==> src/pcbd_defs.vh <==
// constants shared by the bridge command decode front end
`ifndef PCBD_DEFS_VH
`define PCBD_DEFS_VH

// ------------------------------------------------------------
// bus command codes on the command/byte-enable lines
// ------------------------------------------------------------
`define PCBD_CMD_INT_ACK 4'h0
`define PCBD_CMD_SPECIAL 4'h1
`define PCBD_CMD_IO_RD 4'h2
`define PCBD_CMD_IO_WR 4'h3
`define PCBD_CMD_MEM_RD 4'h6
`define PCBD_CMD_MEM_WR 4'h7
`define PCBD_CMD_CFG_RD 4'ha
`define PCBD_CMD_CFG_WR 4'hb
`define PCBD_CMD_MEM_RD_MULT 4'hc
`define PCBD_CMD_DUAL_ADDR 4'hd
`define PCBD_CMD_MEM_RD_LINE 4'he
`define PCBD_CMD_MEM_WR_INV 4'hf

// ------------------------------------------------------------
// configuration address fields
// ------------------------------------------------------------
`define PCBD_CFG_TYPE_LSB 0
`define PCBD_CFG_TYPE_MSB 1
`define PCBD_CFG_TYPE0 2'h0
`define PCBD_CFG_TYPE1 2'h1
`define PCBD_FUNC_LSB 8
`define PCBD_FUNC_MSB 10
`define PCBD_DEV_LSB 11
`define PCBD_DEV_MSB 15
`define PCBD_BUS_LSB 16
`define PCBD_BUS_MSB 23
`define PCBD_FUNC_ZERO 3'h0
`define PCBD_SPC_DEV 5'h1f
`define PCBD_SPC_FUNC 3'h7

// ------------------------------------------------------------
// timing and arbiter
// ------------------------------------------------------------
`define PCBD_DEVSEL_DELAY 2'h2
`define PCBD_NUM_MASTERS 4
`define PCBD_PARK_BRIDGE 1'b0
`define PCBD_PARK_LAST 1'b1

`endif

==> src/pcbd_arbiter.v <==
// two-tier rotating arbiter for the secondary bus masters and the bridge
`timescale 1ns/1ns
`include "pcbd_defs.vh"

module pcbd_arbiter #(
  parameter N = `PCBD_NUM_MASTERS
) (
  input wire clk,
  input wire resetn,
  input wire [N-1:0] request,
  input wire bridge_request,
  input wire [N:0] high_tier,
  input wire park_mode,
  input wire bus_idle,
  output reg [N-1:0] grant,
  output reg bridge_grant
);

  // agent index N is the bridge itself
  wire [N:0] req_all;
  wire [N:0] req_hi;
  wire [N:0] req_lo;
  reg [N:0] ptr_hi;
  reg [N:0] ptr_lo;
  reg [N:0] owner;
  reg [N:0] next_owner;
  reg [N:0] pick_hi;
  reg [N:0] pick_lo;

  assign req_all = {bridge_request, request};
  assign req_hi = req_all & high_tier;
  assign req_lo = req_all & ~high_tier;

  // ------------------------------------------------------------
  // round-robin pick within each tier, starting after the last winner
  // ------------------------------------------------------------
  always @* begin
    pick_hi = rr_pick(req_hi, ptr_hi);
    pick_lo = rr_pick(req_lo, ptr_lo);
  end

  // one-hot rotating pick: first requester above the previous winner
  function [N:0] rr_pick;
    input [N:0] req;
    input [N:0] last;
    reg [2*N+1:0] dbl;
    reg [2*N+1:0] mask;
    integer j;
    reg found;
    begin
      rr_pick = {(N+1){1'b0}};
      found = 1'b0;
      dbl = {req, req};
      mask = {(2*N+2){1'b0}};
      for (j = 0; j <= N; j = j + 1) begin
        if (last[j]) begin
          mask = {(2*N+2){1'b1}} << (j + 1);
        end
      end
      if (last == {(N+1){1'b0}}) begin
        mask = {(2*N+2){1'b1}};
      end
      for (j = 0; j <= 2 * N + 1; j = j + 1) begin
        if (!found && dbl[j] && mask[j]) begin
          found = 1'b1;
          rr_pick[j % (N + 1)] = 1'b1;
        end
      end
    end
  endfunction

  // ------------------------------------------------------------
  // tier priority, then parking when nobody asks
  // ------------------------------------------------------------
  always @* begin
    if (!bus_idle) begin
      next_owner = owner; // no re-arbitration mid-transaction
    end else if (req_hi != {(N+1){1'b0}}) begin
      next_owner = pick_hi;
    end else if (req_lo != {(N+1){1'b0}}) begin
      next_owner = pick_lo;
    end else if (park_mode == `PCBD_PARK_BRIDGE) begin
      next_owner = {1'b1, {N{1'b0}}};
    end else begin
      next_owner = owner;
    end
  end

  // grant registers; rotation pointers follow the winner of each tier
  always @(posedge clk) begin
    if (!resetn) begin
      owner <= {1'b1, {N{1'b0}}};
      ptr_hi <= {(N+1){1'b0}};
      ptr_lo <= {(N+1){1'b0}};
      grant <= {N{1'b0}};
      bridge_grant <= 1'b1;
    end else begin
      owner <= next_owner;
      if (bus_idle && req_hi != {(N+1){1'b0}}) begin
        ptr_hi <= pick_hi;
      end
      if (bus_idle && req_hi == {(N+1){1'b0}} && req_lo != {(N+1){1'b0}}) begin
        ptr_lo <= pick_lo;
      end
      grant <= next_owner[N-1:0];
      bridge_grant <= next_owner[N];
    end
  end

endmodule

==> src/pcbd_top.v <==
// command decode, target claim and special cycle front end of the bridge
//
// Summary of operation
// - two independent 32-bit buses up to 33 MHz, each decoded separately
// - configuration header claimed only from primary configuration cycles
// - four secondary masters, each with active-low request and grant
// - arbiter rotates within two tiers set per agent by high_tier; bridge holds the grant after reset
// - idle grant parks on bridge or on last master, by setting
// - memory command codes 0110, 0111, 1100, 1110, 1111
// - io and configuration command codes 0010, 0011, 1010, 1011
// - never claim interrupt acknowledge, special cycle, dual address, reserved
// - type 1 special cycle request makes the bridge run a special cycle
// - device select asserted exactly two clocks after the address phase
// - claim decided from command and address sampled in address phase
// - memory write and invalidate forwarded as plain memory write
// - type 0 config claimed only with select active and function zero
// - special request: bus equals secondary, device 1fh, function 07h
`timescale 1ns/1ns
`include "pcbd_defs.vh"

module pcbd_top #(
  parameter N = `PCBD_NUM_MASTERS
) (
  input wire clk,
  input wire resetn,
  // primary bus address phase, already in this clock domain
  input wire p_addr_valid,
  input wire [31:0] p_ad,
  input wire [3:0] p_cbe,
  input wire primary_config_select,
  // secondary bus address phase
  input wire s_addr_valid,
  input wire [31:0] s_ad,
  input wire [3:0] s_cbe,
  // window and bus number settings from the configuration header
  input wire [7:0] secondary_bus,
  input wire [7:0] subordinate_bus,
  input wire [31:0] io_base,
  input wire [31:0] io_limit,
  input wire [31:0] mem_base,
  input wire [31:0] mem_limit,
  // data phase word of a claimed primary configuration write
  input wire p_data_valid,
  input wire [31:0] p_data,
  // arbiter settings and requests
  input wire [N:0] high_tier,
  input wire park_mode,
  input wire secondary_bus_idle,
  input wire [N-1:0] secondary_master_request_n,
  input wire bridge_secondary_request,
  // device select pins, open drain style
  output reg p_devsel_n_out,
  output reg p_devsel_oe,
  output reg s_devsel_n_out,
  output reg s_devsel_oe,
  // decode results for the forwarding engine
  output reg p_claim_cfg,
  output reg p_claim_fwd,
  output reg s_claim_fwd,
  output reg [3:0] p_fwd_cmd,
  output reg [3:0] s_fwd_cmd,
  // special cycle launch and arbiter grants on the secondary bus
  output reg spc_start,
  output reg [31:0] spc_message,
  output wire [N-1:0] secondary_master_grant_n,
  output wire bridge_secondary_grant
);

  localparam ST_IDLE = 2'h0;
  localparam ST_WAIT = 2'h1;
  localparam ST_SPC = 2'h2;

  // ------------------------------------------------------------
  // request pins come from the bus: two flops before use
  // ------------------------------------------------------------
  reg [N-1:0] req_meta;
  reg [N-1:0] req_sync;
  always @(posedge clk) begin
    if (!resetn) begin
      req_meta <= {N{1'b1}};
      req_sync <= {N{1'b1}};
    end else begin
      req_meta <= secondary_master_request_n;
      req_sync <= req_meta;
    end
  end

  wire [N-1:0] grant;
  pcbd_arbiter #(.N(N)) u_arb (
    .clk(clk),
    .resetn(resetn),
    .request(~req_sync),
    .bridge_request(bridge_secondary_request),
    .high_tier(high_tier),
    .park_mode(park_mode),
    .bus_idle(secondary_bus_idle),
    .grant(grant),
    .bridge_grant(bridge_secondary_grant)
  );
  assign secondary_master_grant_n = ~grant;

  // ------------------------------------------------------------
  // command classification
  // ------------------------------------------------------------
  function is_mem;
    input [3:0] c;
    begin
      is_mem = (c == `PCBD_CMD_MEM_RD) || (c == `PCBD_CMD_MEM_WR) ||
        (c == `PCBD_CMD_MEM_RD_MULT) || (c == `PCBD_CMD_MEM_RD_LINE) ||
        (c == `PCBD_CMD_MEM_WR_INV);
    end
  endfunction

  function is_io;
    input [3:0] c;
    begin
      is_io = (c == `PCBD_CMD_IO_RD) || (c == `PCBD_CMD_IO_WR);
    end
  endfunction

  function is_cfg;
    input [3:0] c;
    begin
      is_cfg = (c == `PCBD_CMD_CFG_RD) || (c == `PCBD_CMD_CFG_WR);
    end
  endfunction

  // invalidate variant goes out as plain write
  function [3:0] fwd_cmd;
    input [3:0] c;
    begin
      fwd_cmd = (c == `PCBD_CMD_MEM_WR_INV) ? `PCBD_CMD_MEM_WR : c;
    end
  endfunction

  // ------------------------------------------------------------
  // primary decode, from the address phase only
  // ------------------------------------------------------------
  wire [1:0] p_type = p_ad[`PCBD_CFG_TYPE_MSB:`PCBD_CFG_TYPE_LSB];
  wire [7:0] p_bus = p_ad[`PCBD_BUS_MSB:`PCBD_BUS_LSB];
  wire [4:0] p_dev = p_ad[`PCBD_DEV_MSB:`PCBD_DEV_LSB];
  wire [2:0] p_func = p_ad[`PCBD_FUNC_MSB:`PCBD_FUNC_LSB];
  wire p_in_io = (p_ad >= io_base) && (p_ad <= io_limit);
  wire p_in_mem = (p_ad >= mem_base) && (p_ad <= mem_limit);
  wire p_cfg0 = is_cfg(p_cbe) && (p_type == `PCBD_CFG_TYPE0) &&
    primary_config_select && (p_func == `PCBD_FUNC_ZERO);
  wire p_cfg1 = is_cfg(p_cbe) && (p_type == `PCBD_CFG_TYPE1) &&
    (p_bus >= secondary_bus) && (p_bus <= subordinate_bus);
  wire p_spc_req = (p_cbe == `PCBD_CMD_CFG_WR) && (p_type == `PCBD_CFG_TYPE1) &&
    (p_bus == secondary_bus) && (p_dev == `PCBD_SPC_DEV) &&
    (p_func == `PCBD_SPC_FUNC);
  // downstream forwarding: addresses inside the windows, type 1 configuration within the bus range
  wire p_fwd = (is_mem(p_cbe) && p_in_mem) || (is_io(p_cbe) && p_in_io) ||
    p_cfg1;
  wire p_claim = p_addr_valid && (p_cfg0 || p_fwd);

  // ------------------------------------------------------------
  // secondary decode: upstream for addresses outside the windows;
  // configuration cycles are never claimed here
  // ------------------------------------------------------------
  wire s_in_io = (s_ad >= io_base) && (s_ad <= io_limit);
  wire s_in_mem = (s_ad >= mem_base) && (s_ad <= mem_limit);
  wire s_claim = s_addr_valid && ((is_mem(s_cbe) && !s_in_mem) ||
    (is_io(s_cbe) && !s_in_io));

  // ------------------------------------------------------------
  // per-bus claim timing: device select two clocks after address
  // ------------------------------------------------------------
  reg [1:0] p_state;
  reg [1:0] s_state;
  reg [1:0] p_cnt;
  reg [1:0] s_cnt;
  reg p_spc_pending;

  // primary side state machine
  always @(posedge clk) begin
    if (!resetn) begin
      p_state <= ST_IDLE;
      p_cnt <= 2'h0;
      p_devsel_n_out <= 1'b1;
      p_devsel_oe <= 1'b0;
      p_claim_cfg <= 1'b0;
      p_claim_fwd <= 1'b0;
      p_fwd_cmd <= 4'h0;
      p_spc_pending <= 1'b0;
      spc_start <= 1'b0;
      spc_message <= 32'h0000_0000;
    end else begin
      spc_start <= 1'b0;
      case (p_state)
        ST_IDLE: begin
          p_devsel_n_out <= 1'b1;
          p_devsel_oe <= 1'b0;
          if (p_claim) begin
            p_state <= ST_WAIT;
            p_cnt <= 2'h1;
            p_claim_cfg <= p_cfg0;
            p_claim_fwd <= p_fwd;
            p_fwd_cmd <= fwd_cmd(p_cbe);
            p_spc_pending <= p_spc_req;
          end
        end
        ST_WAIT: begin
          p_cnt <= p_cnt + 2'h1;
          if (p_cnt == `PCBD_DEVSEL_DELAY - 2'h1) begin
            p_devsel_n_out <= 1'b0;
            p_devsel_oe <= 1'b1;
            p_state <= p_spc_pending ? ST_SPC : ST_IDLE;
          end
        end
        ST_SPC: begin
          // device select stands one cycle, even while the message is awaited
          p_devsel_n_out <= 1'b1;
          p_devsel_oe <= 1'b0;
          // message is the data word of the configuration write
          if (p_data_valid) begin
            spc_message <= p_data;
            spc_start <= 1'b1;
            p_spc_pending <= 1'b0;
            p_state <= ST_IDLE;
          end
        end
        default: begin
          p_state <= ST_IDLE;
        end
      endcase
    end
  end

  // secondary side runs its own decode, independent of the primary
  always @(posedge clk) begin
    if (!resetn) begin
      s_state <= ST_IDLE;
      s_cnt <= 2'h0;
      s_devsel_n_out <= 1'b1;
      s_devsel_oe <= 1'b0;
      s_claim_fwd <= 1'b0;
      s_fwd_cmd <= 4'h0;
    end else begin
      case (s_state)
        ST_IDLE: begin
          s_devsel_n_out <= 1'b1;
          s_devsel_oe <= 1'b0;
          if (s_claim) begin
            s_state <= ST_WAIT;
            s_cnt <= 2'h1;
            s_claim_fwd <= 1'b1;
            s_fwd_cmd <= fwd_cmd(s_cbe);
          end
        end
        ST_WAIT: begin
          s_cnt <= s_cnt + 2'h1;
          if (s_cnt == `PCBD_DEVSEL_DELAY - 2'h1) begin
            s_devsel_n_out <= 1'b0;
            s_devsel_oe <= 1'b1;
            s_state <= ST_IDLE;
          end
        end
        default: begin
          s_state <= ST_IDLE;
        end
      endcase
    end
  end

endmodule

==> config.mk <==
export PLATFORM = sky130hd
export DESIGN_NAME = pcbd_top
export DESIGN_NICKNAME = d
export VERILOG_FILES = /design/src/pcbd_arbiter.v /design/src/pcbd_top.v
export VERILOG_INCLUDE_DIRS = /design/src /design/src/src
export SDC_FILE = /design/constraint.sdc
export NUM_CORES = 1
export LEC_CHECK = 0
export BUFFER_PORTS_ARGS = -buffer_cell sky130_fd_sc_hd__clkbuf_2
export CELL_PAD_IN_SITES_DETAIL_PLACEMENT = 0
export CELL_PAD_IN_SITES_GLOBAL_PLACEMENT = 1
export CORE_MARGIN = 5
export CORE_UTILIZATION = 37
export CTS_CLUSTER_DIAMETER = 50
export DETAILED_ROUTE_END_ITERATION = 8
export GPL_ROUTABILITY_DRIVEN = 1
export HOLD_SLACK_MARGIN = 0.05
export PLACE_DENSITY = 0.88
export SKIP_CTS_REPAIR_TIMING = 1
export SLEW_MARGIN = 15
export SYNTH_ARGS = -nofsm -noshare
export SYNTH_HDL_FRONTEND = slang
export SYNTH_SLANG_ARGS = --single-unit
==> constraint.sdc <==
create_clock -name clk -period 3.7 [get_ports clk]
set_clock_uncertainty 0.15 [all_clocks]
set_input_delay 0.37 -clock clk [delete_from_list [all_inputs] [get_ports clk]]
set_output_delay 0.37 -clock clk [all_outputs]
set_load 0.005 [all_outputs]
==> results.rst <==
.. list-table::
   :header-rows: 1

   * - Metric
     - Value
   * - Outcome
     - finished clean
   * - GR Overflow Total
     - 0
   * - Area added between synthesis and finish
     - 25.2%
   * - Routability congestion estimate from global placement
     - 0.945
   * - Count of distinct cell types in the synthesized netlist
     - 61
   * - Slew Limit Fails
     - 0
   * - Worst IR drop on VDD
     - 0.322 mV
   * - Max Cap Viol
     - 0
   * - Iter 0 DRT Violations
     - 584
   * - Proportion of synthesized chip area in sequential cells
     - between 10% and 20%
   * - Net count reported at finish
     - 2,090
   * - Transition time at the pin with the least slew margin
     - 918 ps
   * - Mean post-synth cell area
     - between 7 and 8 um2
   * - Start of the worst register-to-register path
     - req_sync[1]
   * - Mean number of vias per cell
     - ~5.3
   * - Number of H-tree levels
     - 3
   * - Number of antenna violations at the first check in global routing
     - 2
   * - Worst hold path class
     - primary input to flop
   * - Library cell used as clock root buffer
     - clkbuf_16
   * - Number of enable flip-flop cells after synthesis
     - 0
   * - Die Y
     - approximately 170 um
   * - Crit path launch type
     - primary input
   * - PD cells
     - 241 mW/mm2
   * - Global-route total usage across every layer
     - a little under a quarter
   * - Source-to-sink clock delay at the later pin of the worst-skew pair
     - about 330 ps
   * - Slowest cell delay on critical path
     - ~470 ps
   * - CP max FO
     - 5
   * - Residual antenna-violating net count after detailed routing
     - 0
   * - Worst endpoint data arrival time
     - roughly 3500 ps
   * - Port Buffers
     - 318
   * - Die extent in x
     - 170 um
   * - IO Count
     - 319
   * - Type of the worst setup path
     - primary input to flop
   * - Most instantiated flip-flop cell in the synthesis netlist
     - dfxtp_1
   * - List of cells traversed by the critical path
     - clkbuf_2, inv_1, ha_1, nand2b_1, a2111o_1, a221o_1, a41o_1, a2111oi_2, o21ai_1, a311oi_2, a21oi_2, buf_4, mux2i_1
   * - Total negative setup slack
     - 0 ps
   * - Yosys warns
     - 0
   * - Post-detailed-route DRC marker count
     - 0
   * - Buffer levels on the longest clock path
     - 2
   * - Vias in the first global route
     - approximately 10,000
   * - Syn nets
     - around 1,800
   * - Total leakage power
     - about 6.4 nW
   * - Final setup violating endpoints
     - 0
   * - Startpoint of the tightest hold check path
     - secondary_master_request_n[2]
   * - Hold Vio Cnt, Final
     - 0
   * - Worst EP required
     - 3760 ps
   * - Final critical delay including setup and external delays
     - about 3400 ps
   * - Fraction of layout instances using a drive strength above 1
     - 23.1%
   * - Initial Utilization
     - between 30% and 40%
   * - Peak Freq
     - just under 300 MHz
   * - Half-perimeter wire length after placement
     - around 30,000 um
   * - Vias post-DR
     - between 10,000 and 15,000
   * - Number of cells on the worst reg-to-reg path
     - 9
   * - Crit Reg-Reg Endpoint
     - u_arb.ptr_lo[1]
   * - Max transition margin
     - about two fifths
   * - Cell type of the slowest stage on the worst timing path
     - a2111oi_2
   * - CTS tree
     - built
   * - Pin count of the biggest net entering global routing
     - 52
   * - Routed wire length per instance
     - 18.1 um
   * - Count of buffering cells on the critical path with inverters included
     - 3
   * - Worst Hold End
     - req_meta[2]
   * - Register bit count reported by yosys
     - 79
   * - Post-synthesis instance area
     - 0.00953 mm2
   * - RSZ-0062 raised after global routing
     - false
   * - Instance count along the most critical hold path
     - 2
   * - Worst-case setup slack after placement
     - -24.1 ps
   * - Global-route wire length before repair
     - 52,300 um
   * - Ratio of final minimum period to clock period
     - 92.6%
   * - Endpoint type of the worst setup path
     - flop
   * - Number of clock sinks
     - 79
   * - Final critical-path setup slack
     - 274 ps
   * - Die Footprint
     - 0.0291 mm2
   * - Total iterations of the first detailed-routing run
     - 5
   * - Core area
     - ~0.025 mm2
   * - R2R Setup Slk
     - 1210 ps
   * - Worst path top cell family by delay
     - compound AO/OA/AOI/OAI gates
   * - CTS Buf Count
     - 9
   * - Instance count of the mapped netlist
     - ~1,200
   * - Site row count
     - 58
   * - Register clock-pin slew on the reported worst setup and hold paths
     - 60 ps
   * - FFs w/ async S/R, synth
     - 0%
   * - Total routed wirelength
     - between 30,000 and 40,000 um
[report_power, final]
group	switching [mW]	total, mW	internal, mW
logic	0.583	1.03	0.452
clock network	0.355	0.950	0.596
registers	0.0156	0.889	0.873
[logic make-up (layout without fill, tap and decap cells)]
family / after synthesis / in the layout / synth area share [%]
compound gates: 319 / 319 / 21.4
fa+ha+maj: 274 / 274 / 36.0
buf+inv: 177 / 511 / 6.97
flops: 79 / 79 / 16.6
mux: 9 / 9 / 0.946
other cells: 0 / 1 / 0
simple gates: 363 / 363 / 18.1
[per-layer routing]
metal	share of wire (%)	global-route usage [%]	vias up
met1	45	30.1	4628
met2	47	38.6	315
met4	2.4	6.22	2
met3	6.0	3.02	48
li1	-	-	5090
met5	0.032	0	-
[worst max-delay path by stage]
| stage | cells past startpoint | from | endpoint |
|---|---|---|---|
| final | 13 | p_ad[0] | p_fwd_cmd[2] |
| after global routing | 14 | io_base[9] | p_fwd_cmd[2] |
| after floorplan | 11 | p_ad[0] | p_cnt[0] |
| after global placement | 13 | p_ad[0] | p_spc_pending |
| after detailed placement | 13 | p_ad[0] | p_spc_pending |
| after CTS | 13 | p_ad[0] | p_spc_pending |
[cell usage after synthesis, types with 8 or more instances]
cell type | number | share of area, %
a2111oi_0 | 8 | 0.74
a211oi_1 | 17 | 1.3
a21o_1 | 38 | 3.0
a21oi_1 | 125 | 6.6
clkbuf_1 | 16 | 0.63
dfxtp_1 | 79 | 17
ha_1 | 274 | 36
inv_1 | 158 | 6.2
mux2i_1 | 9 | 0.95
nand2_1 | 132 | 5.2
nand2b_1 | 17 | 1.1
nand3_1 | 30 | 1.6
nand4_1 | 45 | 3.0
nor2_1 | 71 | 2.8
nor2b_1 | 22 | 1.4
nor3_1 | 18 | 0.95
nor4_1 | 8 | 0.53
o211ai_1 | 16 | 1.3
o21a_1 | 13 | 1.0
o21ai_0 | 48 | 2.5
[layout by cell type, fill, tap and decap left out, types with 16 or more instances in the layout]
cell      instances
o211ai_1         16
nand3_1          30
nor3_1           18
o21ai_0          48
nand2b_1         17
inv_1           158
nand2_1         131
a21oi_1         125
a211oi_1         17
buf_4            18
dfxtp_1          79
a21o_1           38
nand4_1          45
ha_1            274
nor2b_1          22
nor2_1           71
clkbuf_2        318
[flip-flops by register name, indices dropped and copies added, names as in the netlist, 2 cells and up]
signal,cells
p_cnt,2
p_fwd_cmd,4
u_arb.ptr_hi,5
req_sync,4
s_fwd_cmd,4
u_arb.ptr_lo,5
u_arb.owner,5
p_state,2
req_meta,4
spc_message,32
s_cnt,2
[final cells by class]
type	count	area [um2]
Antenna cell	1	2.50
Clock buffer	10	229
Clock inverter	6	91.3
Fill cell	2626	13300
Inverter	159	597
Multi-Input combinational cell	965	7280
Sequential cell	79	1580
Tap cell	330	413
Timing Repair Buffer	336	1730
[per-stage QoR]
stage          total power [mW]  instance area [um2]  cells  util, %  hold slack (ps)
6_report                   2.87                11900   1886     47.2             65.3
5_1_grt                    3.07                11900   1886     47.2             71.2
3_5_place_dp               1.93                11600   1869     45.9              247
4_1_cts                    2.89                11900   1885     47.2             61.0
3_3_place_gp               1.90                11600   1869     45.9              241
2_1_floorplan              1.49                 9530   1221        -              236
(Power assumes the default switching activity.)
